`src/upr_map.svh`:
```
`ifndef UPR_MAP_SVH
`define UPR_MAP_SVH

// Register byte offsets
`define UPR_OFF_PWR       12'h03C
`define UPR_OFF_PHY       12'h040
`define UPR_OFF_IRQ_ST    12'h044
`define UPR_OFF_IRQ_MSK   12'h048
`define UPR_OFF_LS        12'h04C

// Power signalling word fields
`define UPR_PWR_VALID     8
`define UPR_PWR_DATA_HI   7
`define UPR_PWR_DATA_LO   0

// PHY control fields
`define UPR_PHY_PD_DIS    18
`define UPR_PHY_RST_FLAG  13
`define UPR_PHY_RES_FLAG  12
`define UPR_PHY_FLT_HI    11
`define UPR_PHY_FLT_LO    8
`define UPR_PHY_SUSP_EN   7
`define UPR_PHY_CFG_HI    6
`define UPR_PHY_CFG_LO    4

// Interrupt status and mask layout
`define UPR_IRQ_RST       0
`define UPR_IRQ_RES       1
`define UPR_IRQ_LS        2
`define UPR_IRQ_W         3

// Linestate status fields
`define UPR_LS_FILT_HI    1
`define UPR_LS_FILT_LO    0
`define UPR_LS_RAW_HI     3
`define UPR_LS_RAW_LO     2
`define UPR_LS_SUSP       4

// Linestate codes
`define UPR_LS_SE0        2'h0
`define UPR_LS_J          2'h1
`define UPR_LS_K          2'h2

// Reset values
`define UPR_RST_WORD      32'h0000_0000
`define UPR_RST_FLT       4'h0
`define UPR_RST_CFG       3'h0
`define UPR_RST_PWR_DATA  8'h00
`define UPR_RST_IRQ       3'h0

// Timing
`define UPR_CLK_MHZ       100
`define UPR_SUSPEND_US    3000
`define UPR_FLT_CNT_W     16

`endif

```
`src/upr_pkg.sv`:
```
package upr_pkg;

	typedef struct packed {
		logic       pulldown_dis_a;
		logic       pulldown_dis_b;
		logic [2:0] phy_config_pins;
	} upr_phy_out_t;

	typedef struct packed {
		logic       valid;
		logic [7:0] data;
	} upr_pwr_t;

	typedef enum logic {
		upr_st_awake,
		upr_st_susp
	} upr_susp_st_t;

endpackage

```
`src/upr_ls_filter.sv`:
```
`timescale 1ns/1ps
`default_nettype none
`include "upr_map.svh"

module upr_ls_filter #(
	parameter int CNT_W = `UPR_FLT_CNT_W
) (
	// Clock and reset
	input  wire logic       sys_clk,
	input  wire logic       resetn,
	// Control
	input  wire logic [3:0] log2_cnt,
	// Linestate
	input  wire logic [1:0] ls_raw,
	output logic      [1:0] ls_filt,
	output logic            ls_chg
);
	localparam logic [CNT_W:0] ONE = (CNT_W+1)'(1);

	logic [1:0]     cand_q;
	logic [CNT_W:0] cnt_q;
	wire  [CNT_W:0] target   = ONE << log2_cnt;
	wire            raw_move = ls_raw != cand_q;
	wire            pending  = cand_q != ls_filt;
	wire            ripe     = cnt_q >= target;

	always_ff @(posedge sys_clk or negedge resetn) begin
		if (!resetn) begin
			cand_q  <= `UPR_LS_J;
			cnt_q   <= '0;
			ls_filt <= `UPR_LS_J;
			ls_chg  <= 1'b0;
		end else begin
			ls_chg <= 1'b0;
			if (raw_move) begin
				// Any bounce restarts the persistence window
				cand_q <= ls_raw;
				cnt_q  <= ONE;
			end else if (pending && ripe) begin
				ls_filt <= cand_q;
				ls_chg  <= 1'b1;
			end else if (pending) begin
				cnt_q <= cnt_q + ONE;
			end
		end
	end
endmodule
`default_nettype wire

```
`src/upr_phy_resume_ctrl.sv`:
```
// Local design decision: the APB interface to the registers.
`timescale 1ns/1ps
`default_nettype none
`include "upr_map.svh"

// Summary of operation
// - SE0 auto-resume sets reset-resume flag bit 13; software writes zero to clear.
// - K auto-resume sets resume flag bit 12; writing zero clears it.
// - Linestate change propagates after persisting two-to-the-field (bits 11:8) cycles.
// - Bit 7 enables hardware resume handling; otherwise software polls filtered linestate.
// - Bit 18 set disables pulldowns on both wide ports.
// - Bits 6:4 drive the three PHY configuration pins directly.
module upr_phy_resume_ctrl #(
	parameter int SUSP_CYC = `UPR_SUSPEND_US * `UPR_CLK_MHZ
) (
	// Clock and reset
	input  wire logic                 sys_clk,
	input  wire logic                 resetn,
	// APB slave
	input  wire logic                 psel,
	input  wire logic                 penable,
	input  wire logic                 pwrite,
	input  wire logic [11:0]          paddr,
	input  wire logic [31:0]          pwdata,
	output logic      [31:0]          prdata,
	output logic                      pready,
	output logic                      pslverr,
	// PHY side
	input  wire logic [1:0]           ls_raw,
	output upr_pkg::upr_phy_out_t     phy_out,
	output upr_pkg::upr_pwr_t         pwr_word,
	// Status
	output logic                      suspended,
	output logic                      irq
);
	import upr_pkg::*;

	// Control and status state
	logic                  pd_dis_q;
	logic                  rst_flag_q;
	logic                  res_flag_q;
	logic [3:0]            flt_q;
	logic                  susp_en_q;
	logic [2:0]            cfg_q;
	logic                  pwr_valid_q;
	logic [7:0]            pwr_data_q;
	logic [`UPR_IRQ_W-1:0] irq_st_q;
	logic [`UPR_IRQ_W-1:0] irq_msk_q;
	logic                  susp_q;

	// Sub-block outputs
	logic [1:0] ls_filt;
	logic       ls_chg;
	logic       susp_raw;
	logic       rst_res_evt;
	logic       res_evt;

	upr_ls_filter #(
		.CNT_W (`UPR_FLT_CNT_W)
	) u_filt (
		.sys_clk  (sys_clk),
		.resetn   (resetn),
		.log2_cnt (flt_q),
		.ls_raw   (ls_raw),
		.ls_filt  (ls_filt),
		.ls_chg   (ls_chg)
	);

	upr_susp_ctrl #(
		.SUSP_CYC (SUSP_CYC)
	) u_susp (
		.sys_clk    (sys_clk),
		.resetn     (resetn),
		.enable     (susp_en_q),
		.ls_filt    (ls_filt),
		.suspended  (susp_raw),
		.rst_resume (rst_res_evt),
		.resume     (res_evt)
	);

	// APB decode: one wait state so read data and error come from flops
	wire acc_first = psel && penable && !pready;
	wire acc_done  = psel && penable && pready;
	wire wr_fire   = acc_done && pwrite && !pslverr;
	wire sel_pwr   = paddr == `UPR_OFF_PWR;
	wire sel_phy   = paddr == `UPR_OFF_PHY;
	wire sel_ist   = paddr == `UPR_OFF_IRQ_ST;
	wire sel_msk   = paddr == `UPR_OFF_IRQ_MSK;
	wire sel_ls    = paddr == `UPR_OFF_LS;
	wire mapped    = sel_pwr | sel_phy | sel_ist | sel_msk | sel_ls;
	wire wr_pwr    = wr_fire && sel_pwr;
	wire wr_phy    = wr_fire && sel_phy;
	wire wr_ist    = wr_fire && sel_ist;
	wire wr_msk    = wr_fire && sel_msk;

	// Read words
	wire [31:0] rd_pwr = {23'h0, pwr_valid_q, pwr_data_q};
	wire [31:0] rd_phy = {13'h0, pd_dis_q, 4'h0, rst_flag_q, res_flag_q,
	                      flt_q, susp_en_q, cfg_q, 4'h0};
	wire [31:0] rd_ist = {29'h0, irq_st_q};
	wire [31:0] rd_msk = {29'h0, irq_msk_q};
	wire [31:0] rd_ls  = {27'h0, susp_q, ls_raw, ls_filt};
	wire [31:0] rd_mux = sel_pwr ? rd_pwr :
	                     sel_phy ? rd_phy :
	                     sel_ist ? rd_ist :
	                     sel_msk ? rd_msk :
	                     sel_ls  ? rd_ls  : `UPR_RST_WORD;

	// Flags: a wake event in the clearing cycle wins over the clear
	wire rst_flag_d = rst_res_evt ||
	                  (wr_phy ? (rst_flag_q && pwdata[`UPR_PHY_RST_FLAG])
	                          : rst_flag_q);
	wire res_flag_d = res_evt ||
	                  (wr_phy ? (res_flag_q && pwdata[`UPR_PHY_RES_FLAG])
	                          : res_flag_q);

	wire [`UPR_IRQ_W-1:0] irq_evt = {ls_chg, res_evt, rst_res_evt};
	wire [`UPR_IRQ_W-1:0] irq_clr = wr_ist ? pwdata[`UPR_IRQ_W-1:0]
	                                       : `UPR_RST_IRQ;
	wire [`UPR_IRQ_W-1:0] irq_st_d = irq_evt | (irq_st_q & ~irq_clr);

	// APB answer
	always_ff @(posedge sys_clk or negedge resetn) begin
		if (!resetn) begin
			pready  <= 1'b0;
			pslverr <= 1'b0;
			prdata  <= `UPR_RST_WORD;
		end else begin
			pready  <= acc_first;
			pslverr <= acc_first && !mapped;
			if (acc_first) begin
				prdata <= pwrite ? `UPR_RST_WORD : rd_mux;
			end
		end
	end

	// PHY control register
	always_ff @(posedge sys_clk or negedge resetn) begin
		if (!resetn) begin
			pd_dis_q   <= 1'b0;
			flt_q      <= `UPR_RST_FLT;
			susp_en_q  <= 1'b0;
			cfg_q      <= `UPR_RST_CFG;
		end else if (wr_phy) begin
			pd_dis_q  <= pwdata[`UPR_PHY_PD_DIS];
			flt_q     <= pwdata[`UPR_PHY_FLT_HI:`UPR_PHY_FLT_LO];
			susp_en_q <= pwdata[`UPR_PHY_SUSP_EN];
			cfg_q     <= pwdata[`UPR_PHY_CFG_HI:`UPR_PHY_CFG_LO];
		end
	end

	// Wake indication flags
	always_ff @(posedge sys_clk or negedge resetn) begin
		if (!resetn) begin
			rst_flag_q <= 1'b0;
			res_flag_q <= 1'b0;
		end else begin
			rst_flag_q <= rst_flag_d;
			res_flag_q <= res_flag_d;
		end
	end

	// Power signalling word
	always_ff @(posedge sys_clk or negedge resetn) begin
		if (!resetn) begin
			pwr_valid_q <= 1'b0;
			pwr_data_q  <= `UPR_RST_PWR_DATA;
		end else if (wr_pwr) begin
			pwr_valid_q <= pwdata[`UPR_PWR_VALID];
			pwr_data_q  <= pwdata[`UPR_PWR_DATA_HI:`UPR_PWR_DATA_LO];
		end
	end

	// Interrupt status, mask and output
	always_ff @(posedge sys_clk or negedge resetn) begin
		if (!resetn) begin
			irq_st_q  <= `UPR_RST_IRQ;
			irq_msk_q <= `UPR_RST_IRQ;
			irq       <= 1'b0;
			susp_q    <= 1'b0;
		end else begin
			irq_st_q <= irq_st_d;
			if (wr_msk) begin
				irq_msk_q <= pwdata[`UPR_IRQ_W-1:0];
			end
			// Registered: follows status and mask one cycle later
			irq    <= |(irq_st_q & irq_msk_q);
			susp_q <= susp_raw;
		end
	end

	assign suspended                = susp_q;
	// One driver per struct keeps each output a single net
	assign phy_out   = {pd_dis_q, pd_dis_q, cfg_q};
	assign pwr_word  = {pwr_valid_q, pwr_data_q};
endmodule
`default_nettype wire

```
`src/upr_susp_ctrl.sv`:
```
`timescale 1ns/1ps
`default_nettype none
`include "upr_map.svh"

module upr_susp_ctrl #(
	parameter int SUSP_CYC = `UPR_SUSPEND_US * `UPR_CLK_MHZ
) (
	// Clock and reset
	input  wire logic       sys_clk,
	input  wire logic       resetn,
	// Control
	input  wire logic       enable,
	input  wire logic [1:0] ls_filt,
	// Status
	output logic            suspended,
	output logic            rst_resume,
	output logic            resume
);
	import upr_pkg::*;

	localparam int            CW    = $clog2(SUSP_CYC + 1);
	localparam logic [CW-1:0] LIMIT = CW'(SUSP_CYC - 1);
	localparam logic [CW-1:0] C_ONE = CW'(1);

	upr_susp_st_t  st_q;
	logic [CW-1:0] cnt_q;
	wire           idle_j = enable && (ls_filt == `UPR_LS_J);
	wire           is_se0 = ls_filt == `UPR_LS_SE0;
	wire           is_k   = ls_filt == `UPR_LS_K;

	assign suspended = st_q == upr_st_susp;

	always_ff @(posedge sys_clk or negedge resetn) begin
		if (!resetn) begin
			st_q       <= upr_st_awake;
			cnt_q      <= '0;
			rst_resume <= 1'b0;
			resume     <= 1'b0;
		end else begin
			rst_resume <= 1'b0;
			resume     <= 1'b0;
			unique case (st_q)
				upr_st_awake: begin
					if (!idle_j) begin
						cnt_q <= '0;
					end else if (cnt_q == LIMIT) begin
						cnt_q <= '0;
						st_q  <= upr_st_susp;
					end else begin
						cnt_q <= cnt_q + C_ONE;
					end
				end
				upr_st_susp: begin
					if (!enable) begin
						st_q <= upr_st_awake;
					end else if (is_se0) begin
						rst_resume <= 1'b1;
						st_q       <= upr_st_awake;
					end else if (is_k) begin
						resume <= 1'b1;
						st_q   <= upr_st_awake;
					end
				end
			endcase
		end
	end
endmodule
`default_nettype wire
```
`config.mk`:
```
export PLATFORM = sky130hd
export DESIGN_NAME = upr_phy_resume_ctrl
export DESIGN_NICKNAME = d
export VERILOG_FILES = /design/src/upr_pkg.sv /design/src/upr_ls_filter.sv /design/src/upr_phy_resume_ctrl.sv /design/src/upr_susp_ctrl.sv
export VERILOG_INCLUDE_DIRS = /design/src
export SDC_FILE = /design/constraint.sdc
export NUM_CORES = 1
export LEC_CHECK = 0
export BUFFER_PORTS_ARGS = -buffer_cell sky130_fd_sc_hd__buf_2
export CORE_MARGIN = 2
export CORE_UTILIZATION = 45
export DETAILED_ROUTE_END_ITERATION = 8
export PLACE_DENSITY = 0.67
export REMOVE_ABC_BUFFERS = 1
export SETUP_SLACK_MARGIN = 0.5
export SLEW_MARGIN = 40
export SYNTH_ARGS = -nofsm -noshare
export SYNTH_HDL_FRONTEND = slang
export SYNTH_HIERARCHICAL = 1
export SYNTH_SLANG_ARGS = --single-unit
```
`constraint.sdc`:
```
create_clock -name sys_clk -period 3.8 [get_ports sys_clk]
set_input_delay 0.76 -clock sys_clk [delete_from_list [all_inputs] [get_ports sys_clk]]
set_output_delay 0.76 -clock sys_clk [all_outputs]
set_load 0.02 [all_outputs]
```
==> results.toml, run 1 <==
[finish]
fillCellCount = 981
fin_nets = 620
multiInputGateArea_mm2 = 0.00253
num_antenna_cells = 0
register_area_mm2 = 0.00223
drive_above_1_share = 0.243
syn2layout_area_growth_pct = 11.6
final_cell_mix = "84 x dfrtp_1, 65 x buf_2, 56 x nand2_1, 31 x a21oi_1, 31 x nand3_1"
mostFrequentLayoutCell = "dfrtp_1"

[clocking]
cts.sinks = 89
cts_made_buffers = 9
clk_pin_slew_ns = 0.09
insertion_delay_ns = 0.37
cts_root_buf = "clkbuf_8"
post_cts_buffers = 0
cts-htree-levels = 3
tritoncts = "built"
ctsHoldBuffers = 0
clockBufferDepth = 2
cts.repair.resized = 0

[critical_path]
critPathRequiredTime_ns = 4.05
arrival_ns = 3.33
r2r_slack_ns = 0.72
worstRegToRegCells = 9
critPathKind = "reg -> reg"
critPathCaptureType = "flip-flop"
timing.rr.start = "flt_q[3]"
worstPathMaxFanout = 10
r2r_end = "u_filt/ls_filt[1]"
startpoint_type = "flip-flop"
cp-endpoint = "u_filt/ls_filt[1]"
setup.worst_path.start = "flt_q[3]"

[routing]
drt_iter0_markers = 210
finalWirelength_um = 11400
drtAntennaViolNets = 0
post_drt_wl_per_cell_um = 16.4
vias_per_cell = 5.73
vias = 3990
first_pass_iters = 4
post-route-drc-count = 0

[synth]
yosysWarnings = 6
yosys_most_used_dff = "dfrtp_1"
synth_cell_types = 80
synth_seq_cells = 89
syn_inst = 490
async_flop_share = 1.00
synth_edf_count = 0
syn_avg_cell_area_um2 = 10.2
seq_area_frac_synth = 0.447
syn_area_mm2 = 0.00499

[place]
hpwlAfterDp_um = 8240
port-buffer-count = 66
gp_congestion = 0.902

[floorplanning]
boundaryPins = 101
die-area_mm2 = 0.0119
dieWidth_um = 109
initial_core_util = 0.460
coreArea_mm2 = 0.0108
rows = 38
die_height_um = 109

[global_routing]
grt_overflow = 0
grt_max_degree = 35
grt_pass1_vias = 3881
grtUsageTotal = 0.202
grt_pass1_wl_um = 18900
grt_antenna_before_repair = 0

[sta]
rsz0062_at_grt = "false"
period_needed_ns = 3.08
fmax_mhz = 325
finalClockSkew_ns = 0.00646
setup_viol = 0
relSlewSlack = 0.534
setup_tns_ns = 0
final-hold-violation-count = 0
hold_ws_ns = 0.337
slew_viol_final = 0
fin_crit_sh = 0.810
tightest_slew_ns = 0.697

[worst_hold_path]
min_path_type = "in -> async"

[pwr]
peakVddDrop_v = 0.000220
p_per_area_mw_per_mm2 = 321
power.leakage_nw = 2.54

[run_status]
status = "finished clean"

[job]
maxCapViolations = 0
[how the worst min path moves through the flow]
stage	depth (start not counted)	endpoint	from	slack (ns)
after floorplan	1	irq_st_q[2]	u_filt/ls_chg	0.40
after global placement	1	irq_st_q[2]	u_filt/ls_chg	0.41
after detailed placement	1	irq_st_q[2]	u_filt/ls_chg	0.41
after CTS	1	u_filt/cnt_q[6]	resetn	0.34
after global routing	1	u_filt/cnt_q[6]	resetn	0.36
final	1	u_filt/cnt_q[6]	resetn	0.34
[flip-flops by register name (all words and copies together), names as in the netlist, 2 cells and up]
| name | flops |
|---|---|
| u_susp/cnt_q | 19 |
| cfg_q | 3 |
| irq_msk_q | 3 |
| flt_q | 4 |
| pwr_data_q | 8 |
| u_filt/cand_q | 2 |
| irq_st_q | 3 |
| u_filt/ls_filt | 2 |
| u_filt/cnt_q | 17 |
| prdata | 15 |
[Yosys cell counts (all sizes together) (3+ instances only)]
cell	count	area share
o31ai	7	0.011
nand3	32	0.035
nand2b	3	0.0038
inv	13	0.0098
nor2b	6	0.0075
nor3	6	0.0083
or3	10	0.014
o41ai	3	0.0068
or3b	3	0.0053
or4	8	0.013
o21ai	17	0.017
nand2	57	0.043
and3	7	0.0088
a221o	4	0.0080
buf	28	0.044
ha	18	0.045
mux2i	5	0.010
nand3b	3	0.0045
nand4	16	0.020
a21oi	32	0.033
nor2	22	0.017
xnor2	4	0.0070
mux2	23	0.054
nor4	7	0.014
a21o	6	0.0093
o21ba	3	0.0060
clkbuf	9	0.0073
dfrtp	87	0.44
and2	4	0.0050
o2111a	3	0.0068
a22o	7	0.012
[critical path: stages, from the launching register on]
cell and delay, ns:
dfrtp_1 0.50, nor2b_1 0.27, nand3_1 0.12, ha_1 0.34, nand4_1 0.15, or4_1 0.55, a311oi_2 0.33, nor3_1 0.10
nor2_1 0.24, mux2_2 0.36
[per-stage QoR]
stage,std cells,instance area [um2],utilization,worst slack [ns],power (mW)
global route,696,5570,0.514,0.531,1.87
floorplan,469,4790,-,0.931,1.05
finish,696,5570,0.514,0.721,1.79
detailed placement,680,5350,0.493,0.646,1.11
CTS,696,5560,0.512,0.617,1.81
global placement,680,5340,0.492,0.691,1.11
[power by group]
| part | leakage (nW) | internal [mW] | switching, mW | total (mW) |
|---|---|---|---|---|
| Sequential | 1.20 | 0.958 | 0.0149 | 0.973 |
| Clock | 0.104 | 0.330 | 0.366 | 0.697 |
| Combinational | 1.23 | 0.0399 | 0.0793 | 0.119 |
| Total | 2.54 | 1.33 | 0.461 | 1.79 |
[per-layer routing]
metal | share of wire | global-route usage
met3 | 0.054 | 0.0528
met1 | 0.47 | 0.289
met4 | 0.013 | 0.0552
met2 | 0.46 | 0.305
met5 | 0 | 0
[logic make-up (layout without fill, tap and decap cells)]
group	count (synthesis)	after routing	share of synthesized area
XOR/XNOR	6	6	0.0105
other	1	17	0.000751
buffers and inverters	50	100	0.0614
AO/OA/AOI/OAI	102	102	0.147
adder cells (fa/ha/maj)	18	18	0.0451
AND/OR/NAND/NOR	196	196	0.224
flip-flops	89	89	0.447
multiplexers	28	28	0.0642
[cell type report]
class,instances,share of cell area
clock buffers,10,0.0247
clock inverters,6,0.0130
inverters,13,0.00876
multi-input cells,367,0.455
flip-flops and latches,89,0.401
well taps,140,0.0314
repair buffers,71,0.0665
No activity file was read; power rests on OpenSTA's default activity.
==> inputs of run 2 (changes only) <==
==> constraint.sdc (replaced) <==
create_clock -name sys_clk -period 3.18 [get_ports sys_clk]
set_input_delay 0.636 -clock sys_clk [delete_from_list [all_inputs] [get_ports sys_clk]]
set_output_delay 0.636 -clock sys_clk [all_outputs]
set_load 0.02 [all_outputs]
==> results.toml, run 2 (same netlist as run 1, synthesis figures left out) <==
[run_status]
status = "finished clean"

[critical_path]
slowest_stage = "dfrtp_2"
crit_path_max_incr_delay_ns = 0.48
timing.rr.start = "flt_q[0]"
startpoint_type = "flip-flop"
setup.worst_path.start = "flt_q[0]"
worstPathMaxFanout = 5
critPathCaptureType = "flip-flop"
arrival_ns = 3.08
crit_chain = "buf_4 > nor2_4 > nand2_2 > ha_4 > nand4_1 > or4_4 > a311oi_4 > nor3_2 > nor2_2 > mux2_4"
critPathKind = "reg -> reg"
critPathRequiredTime_ns = 3.44

[routing]
drt_iter0_markers = 285
drtAntennaViolNets = 0
first_pass_iters = 5
post_drt_wl_per_cell_um = 17.7
vias = 4215
post-route-drc-count = 0
vias_per_cell = 5.82
finalWirelength_um = 12800

[global_routing]
grt_antenna_before_repair = 0
grt_max_degree = 57
grtUsageTotal = 0.210
grt_pass1_vias = 3887
grt_overflow = 0
grt_pass1_wl_um = 19500

[clocking]
cts_made_buffers = 9
tritoncts = "built"
ctsHoldBuffers = 0
clk_pin_slew_ns = 0.09
cts_root_buf = "clkbuf_8"
insertion_delay_ns = 0.37
cts-htree-levels = 3
cts.sinks = 89
clockBufferDepth = 2

[finish]
largestRegisters = "u_susp/cnt_q: 19 flops, u_filt/cnt_q: 17 flops, prdata: 15 flops"
fillCellCount = 927
final_cell_mix = "84 x dfrtp_1, 65 x buf_2, 52 x nand2_1, 28 x a21oi_1, 28 x nand3_1"
syn2layout_area_growth_pct = 20.5
fin_nets = 648
num_antenna_cells = 0
drive_above_1_share = 0.325
regMostFlops = "u_susp/cnt_q"
largest_register_ffs = 19
mostFrequentLayoutCell = "dfrtp_1"
fin_area_mm2 = 0.00601

[floorplanning]
rows = 38
initial_core_util = 0.460
dieWidth_um = 109
die_height_um = 109
coreArea_mm2 = 0.0108
boundaryPins = 101
die-area_mm2 = 0.0119

[sta]
tightest_slew_ns = 0.797
relSlewSlack = 0.469
setup_viol = 0
final-hold-violation-count = 0
fin_crit_sh = 0.889
fmax_mhz = 354
finalClockSkew_ns = 0.0120
setup_tns_ns = 0
rsz0062_at_grt = "true"
period_needed_ns = 2.83
slew_viol_final = 0

[pwr]
p_per_area_mw_per_mm2 = 340
power.leakage_nw = 2.72
peakVddDrop_v = 0.000257

[worst_hold_path]
min_path_type = "in -> async"

[job]
maxCapViolations = 0

[place]
gp_congestion = 0.928
placed_area_mm2 = 0.00538
port-buffer-count = 66
hpwlAfterDp_um = 8370
[run 2: cell count changes in the layout (fill, tap and decap cells not counted), moves of 4 or more]
cell,before,now
nor2b_4,0,4
or4_1,7,3
or4_4,1,5
nand2_1,56,52
ha_1,18,12
ha_4,0,5
buf_4,6,25
nand2_2,1,5
buf_6,0,7
[run 2: layer usage]
layer	global-route usage	vias to the layer above	wire length, um
li1	-	1971	-
met1	0.288	2094	5650
met2	0.337	128	6320
met3	0.0456	22	642
met4	0.0588	0	194
met5	0	-	0
[run 2: area by class of cell]
class	count	area, um2	area share
clock buffer	11	141	0.0235
sequential	89	2230	0.371
tap	140	175	0.0291
inverter	13	48.8	0.00812
multi-input combinational	369	2780	0.463
clock inverter	5	40.0	0.00666
timing repair buffer	97	592	0.0984
[run 2: power breakdown]
group	internal [mW]	switching, mW	leakage (nW)
clock	0.310	0.420	0.0822
sequential	1.15	0.0183	1.20
combinational	0.0512	0.0993	1.44
total	1.51	0.537	2.72
[run 2: worst paths after layout]
kind | endpoint | depth (start not counted) | slack (ns)
max in group asynchronous | u_filt/cand_q[0] | 2 | 2.30
min in group sys_clk | u_filt/cand_q[0] | 1 | 0.40
hold reg to reg | irq_st_q[2] | 1 | 0.44
hold / removal | prdata[9] | 1 | 0.21
setup / recovery | u_filt/ls_filt[1] | 10 | 0.35
setup reg to reg | u_filt/ls_filt[1] | 10 | 0.35
[run 2: repair_timing]
item,4_1_cts,5_1_grt
resized for setup,32,21
setup endpoints to repair,20,20
gates cloned,1,1
setup buffers,12,9
pin swaps,12,29
hold endpoints to repair,0,0
[run 2: worst max-delay path: cells and delay by family, from the launching register on]
| family | cells | cell delay [ns] |
|---|---|---|
| and+or+nand+nor | 6 | 1.06 |
| DFF | 1 | 0.48 |
| adders and majority gates | 1 | 0.28 |
| muxes | 1 | 0.32 |
| AOI/OAI and AO/OA | 1 | 0.41 |
| buffers and inverters | 1 | 0.17 |
[run 2: through the flow]
stage                     power, mW  std cells  utilization  hold WS (ns)  setup slack (ns)
after floorplan                1.25        469            -         0.340             0.374
after global placement         1.32        685        0.496         0.413             0.208
after detailed placement       1.33        685        0.497         0.420             0.146
after CTS                      2.07        714        0.537         0.332             0.349
after global routing           2.14        724        0.555         0.249             0.261
final                          2.04        724        0.555         0.212             0.353
==> inputs of run 3 (changes only) <==
--- a/config.mk
+++ b/config.mk
@@ -6,11 +6,13 @@
 export SDC_FILE = /design/constraint.sdc
 export NUM_CORES = 1
 export LEC_CHECK = 0
+export ABC_AREA = 1
 export BUFFER_PORTS_ARGS = -buffer_cell sky130_fd_sc_hd__buf_2
 export CORE_MARGIN = 2
 export CORE_UTILIZATION = 45
 export DETAILED_ROUTE_END_ITERATION = 8
 export PLACE_DENSITY = 0.67
+export RECOVER_POWER = 100
 export REMOVE_ABC_BUFFERS = 1
 export SETUP_SLACK_MARGIN = 0.5
 export SLEW_MARGIN = 40
==> results.toml, run 3 <==
[place]
placed_area_mm2 = 0.00598
hpwlAfterDp_um = 9600
gp_congestion = 0.908
port-buffer-count = 66

[synth]
synthAdderAreaFrac = 0.0399
syn_area_mm2 = 0.00564
synth_top_family_by_area = "simple AND/OR/NAND/NOR gates"
synth_seq_cells = 89
netlist_top_cells_count = "202 x nand2_1, 87 x dfrtp_1, 79 x nand3_1"
synth_top_area_cell = "dfrtp_1"
synth_top_area_share = 0.386
synth_cell_types = 44
yosysWarnings = 6
seq_area_frac_synth = 0.395
yosys_most_used_dff = "dfrtp_1"
synth_edf_count = 0
async_flop_share = 1.00
synth-xor-area-share = 0.0311
syn_inst = 740
synth_most_common_cell = "nand2_1"
synthMuxAreaShare = 0
synth-compound-area-share = 0.0819
synth-simple-area-share = 0.348
syn_avg_cell_area_um2 = 7.62
ys_top_cells_by_area = "dfrtp_1 39%, nand2_1 13%, nand3_1 7.0%, inv_1 4.8%, nor2_1 4.3%"

[sta]
relSlewSlack = -0.469
setup_viol = 0
finalClockSkew_ns = 0.00842
rsz0062_at_grt = "false"
slew_viol_final = 90
fmax_mhz = 393
tightest_slew_ns = 2.20
period_needed_ns = 2.54
setup_tns_ns = 0
final-hold-violation-count = 0
fin_crit_sh = 0.799

[finish]
largest_register_ffs = 19
mostFrequentLayoutCell = "nand2_1"
fin_nets = 864
largestRegisters = "u_susp/cnt_q: 19 flops, u_filt/cnt_q: 17 flops, prdata: 15 flops"
fillCellCount = 1217
syn2layout_area_growth_pct = 8.19
regMostFlops = "u_susp/cnt_q"
drive_above_1_share = 0.110
final_cell_mix = "204 x nand2_1, 87 x dfrtp_1, 81 x nand3_1, 73 x inv_1, 71 x nor2_1"
num_antenna_cells = 0
fin_area_mm2 = 0.00610

[critical_path]
critPathKind = "in -> reg"
timing.rr.start = "flt_q[0]"
startpoint_type = "input port"
critPathRequiredTime_ns = 3.41
worstPathMaxFanout = 20
arrival_ns = 2.77
r2r_slack_ns = 0.66
r2r_end = "u_filt/cnt_q[5]"
worstRegToRegCells = 12
critPathCaptureType = "flip-flop"

[worst_hold_path]
holdPathEnd = "irq_st_q[2]"
min_path_type = "reg -> reg"
whs_path_depth = 2
min_from = "u_filt/ls_chg"

[clocking]
cts_root_buf = "clkbuf_16"
clk_pin_slew_ns = 0.07
insertion_delay_ns = 0.34
cts.repair.resized = 0
tritoncts = "built"
clockBufferDepth = 2
ctsHoldBuffers = 0
cts-htree-levels = 3
cts_made_buffers = 9
cts.sinks = 89
post_cts_buffers = 0

[pwr]
power_mw = 2.33
p_int_mw = 1.74
power.leakage_nw = 2.89
power_frac_comb = 0.062
pwr-share-clk = 0.441
switchingPower_uw = 590
p_seq_frac = 0.497
peakVddDrop_v = 0.000325
swShare = 0.253
p_per_area_mw_per_mm2 = 382

[routing]
drtAntennaViolNets = 0
post_drt_wl_per_cell_um = 13.4
post-route-drc-count = 0
finalWirelength_um = 12900
wirelength_met1_um = 6120
drt_iter0_markers = 354
top_layer = "met4"
wl_met2_um = 6240
dr_wl_met3_um = 448
vias = 4898
first_pass_iters = 5
vias_per_cell = 5.06

[global_routing]
grtUsageTotal = 0.201
grt_pass1_vias = 4534
grt_antenna_before_repair = 0
grt_overflow = 0
grt_pass1_wl_um = 21500
grt_max_degree = 90

[job]
maxCapViolations = 1

[floorplanning]
dieWidth_um = 116
rows = 40
die-area_mm2 = 0.0134
die_height_um = 116
coreArea_mm2 = 0.0121
initial_core_util = 0.466
boundaryPins = 101

[run_status]
violations = "max-capacitance violations, max-slew violations"
status = "complete, but fails checks"
-- run 3: cell count changes in the layout (fill, tap and decap cells not counted), moves of 12 or more --
cell / delta
a21oi_1: -13
buf_2: -36
buf_4: -24
clkbuf_1: +35
inv_1: +60
nand2_1: +152
nand3_1: +53
nand4_1: +12
nor2_1: +53
o21ai_0: +30
-- run 3: cells by family (layout without fill, tap and decap cells) --
family | after synthesis | count (layout)
fa+ha+maj | 18 | 18
buf+inv | 119 | 163
simple gates | 420 | 420
compound gates | 73 | 73
other cells | 1 | 17
xor+xnor | 20 | 20
flops | 89 | 89
-- run 3: area by class of cell --
class | count | area [um2] | area share
Timing Repair Buffer | 67 | 293 | 0.0480
Clock buffer | 10 | 239 | 0.0392
Multi-Input combinational cell | 548 | 2780 | 0.456
Inverter | 80 | 303 | 0.0496
Clock inverter | 6 | 47.5 | 0.00779
Sequential cell | 89 | 2230 | 0.365
Tap cell | 168 | 210 | 0.0344
-- run 3: how the worst max path moves through the flow --
stage / startpoint / depth (start not counted) / end
finish: paddr[11] / 7 / rst_flag_q
global route: paddr[11] / 7 / rst_flag_q
CTS: flt_q[0] / 11 / u_filt/cnt_q[5]
detailed placement: flt_q[0] / 11 / u_filt/cnt_q[5]
global placement: flt_q[0] / 11 / u_filt/cnt_q[3]
floorplan: ls_raw[0] / 6 / u_filt/cnt_q[16]
-- run 3: routing by layer --
layer	vias up	GRT usage
li1	2479	-
met1	2297	0.282
met2	108	0.320
met3	14	0.0324
met4	0	0.0619
met5	-	0
-- run 3: power groups by stage --
stage / clock network [mW] / registers, mW / logic, mW
after floorplan: 0 / 1.18 / 0.0835
after global placement: 0 / 1.18 / 0.150
after detailed placement: 0 / 1.18 / 0.154
after CTS: 1.06 / 1.16 / 0.154
after global routing: 1.10 / 1.16 / 0.163
final: 1.03 / 1.16 / 0.144
-- run 3: per-stage QoR --
stage / util / std cells / hold WS (ns) / setup slack (ns)
after floorplan: - / 717 / 0.340 / 1.13
after global placement: 0.493 / 952 / 0.423 / 0.898
after detailed placement: 0.494 / 952 / 0.425 / 0.803
after CTS: 0.517 / 968 / 0.406 / 0.766
after global routing: 0.504 / 968 / 0.454 / 0.406
final: 0.504 / 968 / 0.435 / 0.638
-- run 3: critical path: stages --
cell and delay (ns):
buf_2 0.10, nor2_1 0.17, nand2_4 0.10, nor2_1 0.92, nand4_4 0.47, o21ai_0 0.30, nand2_1 0.07
